## src/adpp_consts.svh

```systemverilog
/*
 Bit positions and reset values for the converter's parallel data port.
 Assumes it is included by its bare name from the package and from adpp_port.
*/
`ifndef ADPP_CONSTS_SVH
`define ADPP_CONSTS_SVH
`define ADPP_WORD_W     12
`define ADPP_CHAN_W     3
`define ADPP_LOW_W      8
`define ADPP_HIGH_W     3
`define ADPP_SYNC_W     16
`define ADPP_SYNC_RST   16'he000
`define ADPP_NIB_LSB    8
`define ADPP_CHAN_LSB   4
`define ADPP_TEN_PAD    2
`define ADPP_WORD_RST   12'h000
`define ADPP_BYTE_RST   8'h00
`endif

```

## src/adpp_pkg.sv

```systemverilog
/*
 Types for the converter's parallel data port.
 Assumes adpp_consts.svh is on the include path.
*/
`include "adpp_consts.svh"
package adpp_pkg;
   typedef enum logic [1:0] {ADPP_IDLE, ADPP_READ, ADPP_WRITE} adpp_state_t;
   typedef logic [`ADPP_WORD_W-1:0] adpp_word_t;
endpackage

```

## src/adpp_sync.sv

```systemverilog
/*
 Three-stage pin synchroniser with a two-sample agreement filter.
 Assumes asynchronous pins and one system clock.
*/
`timescale 1ns/1ps
module adpp_sync #(
   parameter int          W       = 1,
   parameter logic [W-1:0] RST_VAL = '0
) (
   // Clock and reset
   input  wire logic         clk,
   input  wire logic         rst,
   // Pins in, filtered levels out
   input  wire logic [W-1:0] din,
   output logic      [W-1:0] dout
);
   genvar i;
   generate
      for (i = 0; i < W; i++) begin : g_bit
         logic s1_q, s2_q, s3_q, out_q;
         logic s1_d, s2_d, s3_d, out_d;
         always_comb begin
            s1_d  = din[i];
            s2_d  = s1_q;
            s3_d  = s2_q;
            // Only a level seen twice in a row counts
            out_d = (s2_q == s3_q) ? s3_q : out_q;
         end
         always_ff @(posedge clk or posedge rst) begin
            if (rst) begin
               s1_q  <= RST_VAL[i];
               s2_q  <= RST_VAL[i];
               s3_q  <= RST_VAL[i];
               out_q <= RST_VAL[i];
            end else begin
               s1_q  <= s1_d;
               s2_q  <= s2_d;
               s3_q  <= s3_d;
               out_q <= out_d;
            end
         end
         assign dout[i] = out_q;
      end
   endgenerate
endmodule

```

## src/adpp_port.sv

```systemverilog
/*
 Parallel host data port of an eight-channel converter: result reads
 and register writes in word or byte mode.
 Assumes RESULT and RESULT_CHAN come from logic on SYS_CLK; all bus
 pins are asynchronous and pass the three-stage synchroniser.
*/
`timescale 1ns/1ps
`include "adpp_consts.svh"
module adpp_port
   import adpp_pkg::*;
#(
   parameter bit TEN_BIT = 1'b0
) (
   // Clock and reset
   input  wire logic                    SYS_CLK,
   input  wire logic                    RST,
   // Bus strobes and mode pin
   input  wire logic                    CS_N,
   input  wire logic                    RD_N,
   input  wire logic                    WR_N,
   input  wire logic                    WORD_MODE,
   // Low data lines, bits 0 to 7
   input  wire logic [`ADPP_LOW_W-1:0]  LOW_DATA_LINES_I,
   output logic      [`ADPP_LOW_W-1:0]  LOW_DATA_LINES_O,
   output logic                         LOW_DATA_LINES_OE,
   // Shared pin: bit 8 or upper byte select
   input  wire logic                    BIT8_OR_UPPER_BYTE_SELECT_I,
   output logic                         BIT8_OR_UPPER_BYTE_SELECT_O,
   output logic                         BIT8_OR_UPPER_BYTE_SELECT_OE,
   // Data lines 9 to 11
   input  wire logic [`ADPP_HIGH_W-1:0] HIGH_DATA_LINES_I,
   output logic      [`ADPP_HIGH_W-1:0] HIGH_DATA_LINES_O,
   output logic                         HIGH_DATA_LINES_OE,
   // Conversion result side
   input  wire logic [`ADPP_WORD_W-1:0] RESULT,
   input  wire logic [`ADPP_CHAN_W-1:0] RESULT_CHAN,
   // Register write side
   output logic      [`ADPP_WORD_W-1:0] WR_WORD,
   output logic                         WR_STROBE
);
   logic [`ADPP_SYNC_W-1:0] pins_s;
   logic                    cs_n_s, rd_n_s, wr_n_s, word_s, bit8_s;
   logic [`ADPP_HIGH_W-1:0] high_s;
   logic [`ADPP_LOW_W-1:0]  low_s;
   logic                    rd_act, wr_act;
   adpp_word_t              rd_word;

   adpp_sync #(
      .W       (`ADPP_SYNC_W),
      .RST_VAL (`ADPP_SYNC_RST)
   ) u_sync (
      .clk  (SYS_CLK),
      .rst  (RST),
      .din  ({CS_N, RD_N, WR_N, WORD_MODE, BIT8_OR_UPPER_BYTE_SELECT_I,
              HIGH_DATA_LINES_I, LOW_DATA_LINES_I}),
      .dout (pins_s)
   );

   assign {cs_n_s, rd_n_s, wr_n_s, word_s, bit8_s, high_s, low_s} = pins_s;
   assign rd_act = ~cs_n_s & ~rd_n_s;
   assign wr_act = ~cs_n_s & ~wr_n_s;
   // Ten-bit part left-justifies, padding the two lowest bits
   assign rd_word = TEN_BIT ?
      {RESULT[`ADPP_WORD_W-`ADPP_TEN_PAD-1:0], {`ADPP_TEN_PAD{1'b0}}} :
      RESULT;

   adpp_state_t             state_q, state_d;
   logic [`ADPP_LOW_W-1:0]  low_o_q, low_o_d;
   logic                    low_oe_q, low_oe_d;
   logic                    b8_o_q, b8_o_d, b8_oe_q, b8_oe_d;
   logic [`ADPP_HIGH_W-1:0] high_o_q, high_o_d;
   logic                    high_oe_q, high_oe_d;
   logic [`ADPP_LOW_W-1:0]  low_hold_q, low_hold_d;
   adpp_word_t              wr_word_q, wr_word_d;
   logic                    wr_stb_q, wr_stb_d;

   always_comb begin
      state_d    = state_q;
      low_hold_d = low_hold_q;
      wr_word_d  = wr_word_q;
      wr_stb_d   = 1'b0;
      case (state_q)
         ADPP_IDLE: begin
            if (rd_act) begin
               state_d = ADPP_READ;
            end else if (wr_act) begin
               state_d = ADPP_WRITE;
            end
         end
         ADPP_READ: begin
            if (!rd_act) begin
               state_d = ADPP_IDLE;
            end
         end
         ADPP_WRITE: begin
            // Capture on the strobe's release, data still held
            if (!wr_act) begin
               state_d = ADPP_IDLE;
               if (word_s) begin
                  wr_word_d = {high_s, bit8_s, low_s};
                  wr_stb_d  = 1'b1;
               end else if (!bit8_s) begin
                  low_hold_d = low_s;
               end else begin
                  // Bits 4-7 ignored; host must send zeros
                  wr_word_d = {low_s[`ADPP_CHAN_LSB-1:0], low_hold_q};
                  wr_stb_d  = 1'b1;
               end
            end
         end
         default: begin
            state_d = ADPP_IDLE;
         end
      endcase
   end

   always_comb begin
      // Drivers follow the next state so release costs no extra cycle
      low_oe_d  = (state_d == ADPP_READ);
      b8_oe_d   = low_oe_d & word_s;
      high_oe_d = low_oe_d & word_s;
      b8_o_d    = 1'b0;
      high_o_d  = '0;
      low_o_d   = '0;
      if (low_oe_d) begin
         if (word_s) begin
            low_o_d  = rd_word[`ADPP_LOW_W-1:0];
            b8_o_d   = rd_word[`ADPP_NIB_LSB];
            high_o_d = rd_word[`ADPP_WORD_W-1:`ADPP_WORD_W-`ADPP_HIGH_W];
         end else if (bit8_s) begin
            // Channel id beside the top nibble
            low_o_d = {1'b0, RESULT_CHAN,
                       rd_word[`ADPP_WORD_W-1:`ADPP_NIB_LSB]};
         end else begin
            low_o_d = rd_word[`ADPP_LOW_W-1:0];
         end
      end
   end

   always_ff @(posedge SYS_CLK or posedge RST) begin
      if (RST) begin
         state_q    <= ADPP_IDLE;
         low_o_q    <= `ADPP_BYTE_RST;
         low_oe_q   <= 1'b0;
         b8_o_q     <= 1'b0;
         b8_oe_q    <= 1'b0;
         high_o_q   <= '0;
         high_oe_q  <= 1'b0;
         low_hold_q <= `ADPP_BYTE_RST;
         wr_word_q  <= `ADPP_WORD_RST;
         wr_stb_q   <= 1'b0;
      end else begin
         state_q    <= state_d;
         low_o_q    <= low_o_d;
         low_oe_q   <= low_oe_d;
         b8_o_q     <= b8_o_d;
         b8_oe_q    <= b8_oe_d;
         high_o_q   <= high_o_d;
         high_oe_q  <= high_oe_d;
         low_hold_q <= low_hold_d;
         wr_word_q  <= wr_word_d;
         wr_stb_q   <= wr_stb_d;
      end
   end

   assign LOW_DATA_LINES_O             = low_o_q;
   assign LOW_DATA_LINES_OE            = low_oe_q;
   assign BIT8_OR_UPPER_BYTE_SELECT_O  = b8_o_q;
   assign BIT8_OR_UPPER_BYTE_SELECT_OE = b8_oe_q;
   assign HIGH_DATA_LINES_O            = high_o_q;
   assign HIGH_DATA_LINES_OE           = high_oe_q;
   assign WR_WORD                      = wr_word_q;
   assign WR_STROBE                    = wr_stb_q;

   property p_float_idle;
      @(posedge SYS_CLK) disable iff (RST)
      !rd_act |=> !LOW_DATA_LINES_OE && !HIGH_DATA_LINES_OE;
   endproperty
   a_float_idle: assert property (p_float_idle)
      else $error("data pins driven without select and read");

   property p_read_drive;
      @(posedge SYS_CLK) disable iff (RST)
      (state_q == ADPP_IDLE) && rd_act |=> LOW_DATA_LINES_OE;
   endproperty
   a_read_drive: assert property (p_read_drive)
      else $error("read not answered one cycle after strobe");

   property p_ten_word;
      @(posedge SYS_CLK) disable iff (RST)
      TEN_BIT && LOW_DATA_LINES_OE && $past(word_s)
         |-> LOW_DATA_LINES_O[1:0] == 2'h0;
   endproperty
   a_ten_word: assert property (p_ten_word)
      else $error("ten-bit word read with nonzero low bits");

   property p_bit8_dir;
      @(posedge SYS_CLK) disable iff (RST)
      BIT8_OR_UPPER_BYTE_SELECT_OE |-> $past(word_s) && $past(rd_act);
   endproperty
   a_bit8_dir: assert property (p_bit8_dir)
      else $error("shared pin driven in byte mode");

   property p_byte_low;
      @(posedge SYS_CLK) disable iff (RST)
      LOW_DATA_LINES_OE && !$past(word_s) && !$past(bit8_s)
         |-> LOW_DATA_LINES_O == $past(rd_word[7:0]);
   endproperty
   a_byte_low: assert property (p_byte_low)
      else $error("low byte read carries wrong data");

   property p_byte_high;
      @(posedge SYS_CLK) disable iff (RST)
      LOW_DATA_LINES_OE && !$past(word_s) && $past(bit8_s)
         |-> LOW_DATA_LINES_O[3:0] == $past(rd_word[11:8])
             && LOW_DATA_LINES_O[6:4] == $past(RESULT_CHAN)
             && !LOW_DATA_LINES_O[7];
   endproperty
   a_byte_high: assert property (p_byte_high)
      else $error("upper byte read carries wrong nibble or channel");

   property p_ten_byte;
      @(posedge SYS_CLK) disable iff (RST)
      TEN_BIT && LOW_DATA_LINES_OE && !$past(word_s) && !$past(bit8_s)
         |-> LOW_DATA_LINES_O[1:0] == 2'h0
             && LOW_DATA_LINES_O[7:2] == $past(RESULT[5:0]);
   endproperty
   a_ten_byte: assert property (p_ten_byte)
      else $error("ten-bit low byte malformed");

   property p_word_write;
      @(posedge SYS_CLK) disable iff (RST)
      (state_q == ADPP_WRITE) && !wr_act && word_s
         |=> WR_STROBE && WR_WORD == $past({high_s, bit8_s, low_s})
         ##1 !WR_STROBE;
   endproperty
   a_word_write: assert property (p_word_write)
      else $error("word write not captured as one pulse");
endmodule

```

## config.mk

```make
export PLATFORM = sky130hd
export DESIGN_NAME = adpp_port
export DESIGN_NICKNAME = d
export VERILOG_FILES = /design/src/adpp_pkg.sv /design/src/adpp_sync.sv /design/src/adpp_port.sv
export VERILOG_INCLUDE_DIRS = /design/src
export SDC_FILE = /design/constraint.sdc
export NUM_CORES = 1
export LEC_CHECK = 0
export ABC_AREA = 1
export BUFFER_PORTS_ARGS = -buffer_cell sky130_fd_sc_hd__buf_4
export CORE_UTILIZATION = 50
export CTS_BUF_LIST = sky130_fd_sc_hd__clkbuf_16
export CTS_CLUSTER_SIZE = 14
export DETAILED_ROUTE_END_ITERATION = 10
export GPL_ROUTABILITY_DRIVEN = 0
export GPL_TIMING_DRIVEN = 0
export PLACE_DENSITY = 0.72
export SYNTH_ARGS = -nofsm -noshare
export SYNTH_HDL_FRONTEND = slang
export SYNTH_HIERARCHICAL = 1
export SYNTH_SLANG_ARGS = --single-unit
```

## constraint.sdc

```tcl
create_clock -name SYS_CLK -period 3.2 [get_ports SYS_CLK]
set_input_delay 0.16 -clock SYS_CLK [delete_from_list [all_inputs] [get_ports SYS_CLK]]
set_output_delay 0.16 -clock SYS_CLK [all_outputs]
set_load 0.005 [all_outputs]
```

==> results.json, run 1 <==
{
  "outcome": "complete, no violations",
  "p_leak_uw": 0.00252,
  "synth.most_common_cell": "nand2_1",
  "worstSetupStartpointType": "flop",
  "drcViolationCount": 0,
  "grt_first_pass_wirelength_um": 10700,
  "dr.pass1.iters": 4,
  "fin_total_pwr_uw": 3320,
  "die_w_um": 87.5,
  "cpPeakStageDelay_ns": 0.39,
  "ir_drop_uv": 396,
  "worst_ep_required_time_ns": 3.42,
  "hpwl_um": 4130,
  "power_density_mw_per_mm2": 697,
  "core.rowCount": 30,
  "synth-seq-cells": 101,
  "fmax_mhz": 673,
  "numCtsBuffers": 9,
  "timing.slew.headroom_pct": 49.4,
  "maxCapViolCount": 0,
  "num_vias": 2466,
  "ctsResizeCount": 0,
  "path_clk_slew_ns": 0.06,
  "ys_top_cells_by_count": "nand2_1, dfrtp_1, nor2_1, inv_1, buf_4",
  "crit_chain": "buf_4 > buf_4 > nor2_4 > nand3_2 > nand2_1 > nand2_1",
  "die_y_um": 87.5,
  "h-tree-depth": 3,
  "io_buffers": 60,
  "syn-num-nets": 388,
  "area_growth_pct": 30.0,
  "finalMaxSlewViolations": 0,
  "critPathKind": "reg -> reg",
  "grt_max_degree": 43,
  "worst_path_max_delay_cell": "dfrtp_1",
  "synth_area_leaders": "dfrtp_1, nand2_1, dfstp_2",
  "worst_pin_slew_ns": 0.757,
  "ys_types": 17,
  "hp-class": "in -> reg",
  "ios": 61,
  "cts_tree": "yes",
  "cts_sinks": 101,
  "drt_iter0_drc": 133,
  "grt_pass1_vias": 2480,
  "fin_nets": 477,
  "drive_gt1_share_pct": 27.9,
  "start_util_pct": 52.7,
  "synthCells": 355,
  "fin_crit_sh_pct": 46.5,
  "yosysTopAreaCellShare_pct": 60.9,
  "ys_warn_count": 6,
  "track_usage_pct": 18.7,
  "synth_area_mm2": 0.00366,
  "min_period_ns": 1.49,
  "core_mm2": 0.00694,
  "clk_latency_ns": 0.33,
  "antenna_cells": 0,
  "grt-ovfl-total": 0,
  "wl_per_cell_um": 11.4,
  "antenna_found_initial": 0,
  "rsz0062_at_grt": "no",
  "dieArea_mm2": 0.00766,
  "synthFlopType": "dfrtp_1",
  "yosysTopAreaCell": "dfrtp_1",
  "avgSynthCellArea_um2": 10.3,
  "fin_tns_setup_ns": 0,
  "antenna_left": 0,
  "crit_path_end_kind": "flop",
  "viasPerCell": 4.53,
  "ys_async_sr_fraction_pct": 100,
  "skew_ns": 0.00681,
  "totalWireLength_um": 6230,
  "cts_buffer_depth": 2,
  "ys_seq_area_share_pct": 69.5,
  "critical_path.max_fanout": 9,
  "cts.root.buffer_cell": "clkbuf_16",
  "cp.arrival_ns": 1.70,
  "synth-edff-count": 0,
  "setup_viol": 0,
  "hold_violations": 0
}
sequential cells by signal, summed over array words and instances (netlist names):
| signal | flops |
|---|---|
| BIT8_OR_UPPER_BYTE_SELECT_O | 1 |
| HIGH_DATA_LINES_O | 3 |
| u_sync/g_bit.s2_q | 16 |
| u_sync/g_bit.out_q | 16 |
| LOW_DATA_LINES_O | 8 |
| LOW_DATA_LINES_OE | 1 |
| HIGH_DATA_LINES_OE | 1 |
| u_sync/g_bit.s3_q | 16 |
| u_sync/g_bit.s1_q | 16 |
| WR_STROBE | 1 |
| state_q | 2 |
| low_hold_q | 8 |
| WR_WORD | 12 |
kinds of logic (layout without fill, tap and decap cells):
logic type	count (synthesis)	count (layout)	share of synthesized area (%)
flops	101	101	69.5
buf+inv	59	152	8.52
compound gates	16	16	2.19
simple gates	179	179	19.8
timing repair:
action | in CTS | in global routing
endpoints found under the hold margin | 38 | 0
hold buffers | 17 | 0
setup buffers | 0 | 0
placed cells by master (no fill, tap or decap), drive strengths merged:
cell type    instances
nand3               21
a21oi               16
inv                 34
clkbuf               9
clkinv               2
buf                 86
dfrtp               89
dfstp               12
bufinv               3
nor3                 1
dlygate4sd3         17
nand2              114
clkinvlp             1
nor2                43
where the power goes:
group	switching [µW]	total, µW	internal [µW]
sequential	100	1580	1480
combinational	260	538	278
clock	443	1200	760
total	803	3320	2510
critical path, delay by kind of cell (launching register included):
kind,cells,cell delay [ns]
AND/OR/NAND/NOR,4,0.68
flip-flops,1,0.39
buffers and inverters,2,0.30
per-layer routing:
metal  track usage, %  vias to the layer above  share of wire (%)
met5                0                        -                  0
li1                 -                     1237                  -
met2             32.2                       63                 50
met4             6.26                        0                1.0
met3             6.31                        6                5.1
met1             22.1                     1160                 44
cell type report:
type | count | area (µm²)
Buffer | 25 | 181
Sequential cell | 101 | 2540
Clock inverter | 6 | 111
Multi-Input combinational cell | 195 | 805
Fill cell | 542 | 2190
Timing Repair Buffer | 78 | 641
Tap cell | 96 | 120
Clock buffer | 9 | 225
Inverter | 34 | 130
metrics by stage:
stage | worst slack, ns | utilization, % | area (µm²) | hold WS (ns) | instances
after detailed placement | 1.70 | 61.2 | 4250 | 0.228 | 512
after floorplan | 1.46 | - | 3660 | 0.164 | 355
final | 1.71 | 68.5 | 4760 | 0.0552 | 544
after CTS | 1.50 | 68.5 | 4760 | 0.0574 | 544
after global routing | 1.62 | 68.5 | 4760 | 0.0567 | 544
after global placement | 0.770 | 60.9 | 4230 | 0.268 | 511
final timing paths:
check,start,end,slack [ns],cells past startpoint
worst max-delay path,u_sync/g_bit[12].out_q,low_hold_q[6],1.71,6
worst min-delay path,RESULT_CHAN[1],LOW_DATA_LINES_O[5],0.06,3
worst max register to register,u_sync/g_bit[12].out_q,low_hold_q[6],1.71,6
worst min register to register,u_sync/g_bit[2].s1_q,u_sync/g_bit[2].s2_q,0.35,0
max in group asynchronous,RST,u_sync/g_bit[14].s1_q,2.13,4
min in group asynchronous,RST,u_sync/g_bit[8].s3_q,0.42,3
No activity file was read; power rests on OpenSTA's default activity.
==> run 2, diff against run 1 <==
Settings changed: PLACE_DENSITY 0.72 to 0.75.
Clock period 3.2 ns to 1.2 ns, I/O delays scaled along.
==> run 2 against run 1 <==
Net effect:
- the flow now finishes with violations (setup timing)
- sequential cell count did not move
- wire length grew 7.9%
- fmax grew 23%
- sequential share of layout area is 2.6 points lower
- clock power grew 150%
- worst setup slack got worse by 1.7 ns
- critical path depth is the same
==> results.json, run 2 (synthesis results as in run 1) <==
{
  "final_common_cell": "nand2_1",
  "cts_buffer_depth": 2,
  "crit_path_end_kind": "flop",
  "reg2reg_to": "WR_WORD[2]",
  "die_w_um": 87.5,
  "wl_per_cell_um": 12.0,
  "drcViolationCount": 0,
  "ios": 61,
  "path_clk_slew_ns": 0.07,
  "clk_latency_ns": 0.33,
  "grt-ovfl-total": 0,
  "worst_ep_required_time_ns": 1.42,
  "p_clk_share_pct": 33.7,
  "cts_tree": "yes",
  "power_density_mw_per_mm2": 1760,
  "hpwl_um": 4050,
  "fin_area_mm2": 0.00499,
  "rsz0062_at_grt": "yes",
  "p_leak_uw": 0.00261,
  "cp.arrival_ns": 1.43,
  "viasPerCell": 4.65,
  "h-tree-depth": 3,
  "fin_total_pwr_uw": 8800,
  "critPathKind": "reg -> reg",
  "die_y_um": 87.5,
  "dr.pass1.iters": 4,
  "antenna_cells": 0,
  "fin_cells": 562,
  "start_util_pct": 52.7,
  "maxCapViolCount": 0,
  "drt_iter0_drc": 186,
  "p_sw_uw": 2340,
  "num_vias": 2614,
  "layout_common_cells": "nand2_1, dfrtp_1, buf_4",
  "setup_viol": 5,
  "worst_pin_slew_ns": 0.751,
  "drive_gt1_share_pct": 32.2,
  "finalMaxSlewViolations": 0,
  "core.rowCount": 30,
  "min_to": "LOW_DATA_LINES_O[4]",
  "skew_ns": 0.00474,
  "timing.slew.headroom_pct": 49.8,
  "outcome": "complete, but fails checks",
  "core_mm2": 0.00694,
  "hp-class": "in -> reg",
  "p_int_uw": 6460,
  "dieArea_mm2": 0.00766,
  "cts_sinks": 101,
  "totalWireLength_um": 6720,
  "min_period_ns": 1.21,
  "worstSetupStartpointType": "flop",
  "fin_ws_ns": -0.00873,
  "numCtsBuffers": 9,
  "track_usage_pct": 18.6,
  "p_seq_share_pct": 48.1,
  "dpl.cell_count": 511,
  "antenna_found_initial": 0,
  "violations": "setup timing",
  "antenna_left": 0,
  "cts.root.buffer_cell": "clkbuf_16",
  "placed_area_mm2": 0.00424,
  "worstRegToRegCells": 6,
  "holdCritStartpoint": "RESULT[4]",
  "r2r_start": "u_sync/g_bit[13].out_q",
  "grt_pass1_vias": 2592,
  "p_comb_share_pct": 18.2,
  "io_buffers": 60,
  "fin_crit_sh_pct": 101,
  "ir_drop_uv": 995,
  "area_growth_pct": 36.5,
  "grt_max_degree": 65,
  "critical_path.max_fanout": 5,
  "fin_nets": 494,
  "hold_depth": 5,
  "ff2ff_setup_slack_ns": -0.009,
  "switching_share_pct": 26.6,
  "post-route-util_pct": 71.9,
  "fmax_mhz": 827,
  "hold_violations": 0,
  "grt_first_pass_wirelength_um": 10800
}
## run 2: power groups by stage
| stage | Sequential [µW] | Combinational (µW) | Clock [µW] |
|---|---|---|---|
| after floorplan | 4230 | 741 | 0 |
| after global placement | 4250 | 1340 | 0 |
| after detailed placement | 4260 | 1390 | 0 |
| after CTS | 4210 | 1480 | 3040 |
| after global routing | 4290 | 1790 | 3150 |
| final | 4230 | 1600 | 2960 |
## run 2: worst max-delay path by stage
stage | start | endpoint | slack [ns] | cells after the start
2_1_floorplan | u_sync/g_bit[12].out_q | low_hold_q[0] | -0.001 | 6
3_3_place_gp | u_sync/g_bit[12].out_q | low_hold_q[6] | -0.18 | 6
3_5_place_dp | u_sync/g_bit[12].out_q | low_hold_q[6] | -0.22 | 6
4_1_cts | u_sync/g_bit[13].out_q | WR_WORD[2] | 0.007 | 6
5_1_grt | u_sync/g_bit[13].out_q | WR_WORD[0] | -0.06 | 6
6_report | u_sync/g_bit[13].out_q | WR_WORD[2] | -0.009 | 6
## run 2: per-stage QoR
step	setup WS [ns]	setup TNS [ns]	hold slack (ns)
finish	-0.00873	-0.0137	0.0348
global route	-0.0605	-0.574	0.0590
CTS	0.00690	0	0.0290
detailed placement	-0.215	-10.93	0.170
global placement	-0.175	-9.37	0.168
floorplan	-0.00113	-0.00905	0.0645
## run 2: worst max-delay path: stages (launching register included)
cell and delay [ns]:
dfstp_2 0.57, inv_2 0.06, nand2_4 0.10, nand3_4 0.11, buf_6 0.17, nand2_2 0.05
nand2_1 0.05
## run 2: area by class of cell
cell class	instances	area, µm²
tap	96	120
clock inverter	7	92.6
inverter	34	141
sequential	101	2540
fill	490	1950
timing repair buffer	98	822
clock buffer	9	225
buffer	22	181
multi-input combinational	195	870
## run 2: per-layer routing
layer | GRT usage, % | share of wire (%)
met2 | 34.2 | 54
met1 | 20.5 | 40
met4 | 7.90 | 1.8
met3 | 4.81 | 4.4
met5 | 0 | 0
## run 2: what timing repair did
item	in CTS	in global routing
gates cloned	1	2
setup endpoints to repair	30	27
hold buffers	24	1
setup buffers	2	7
resized for setup	13	21
endpoints found under the hold margin	28	57
pin swaps	3	3
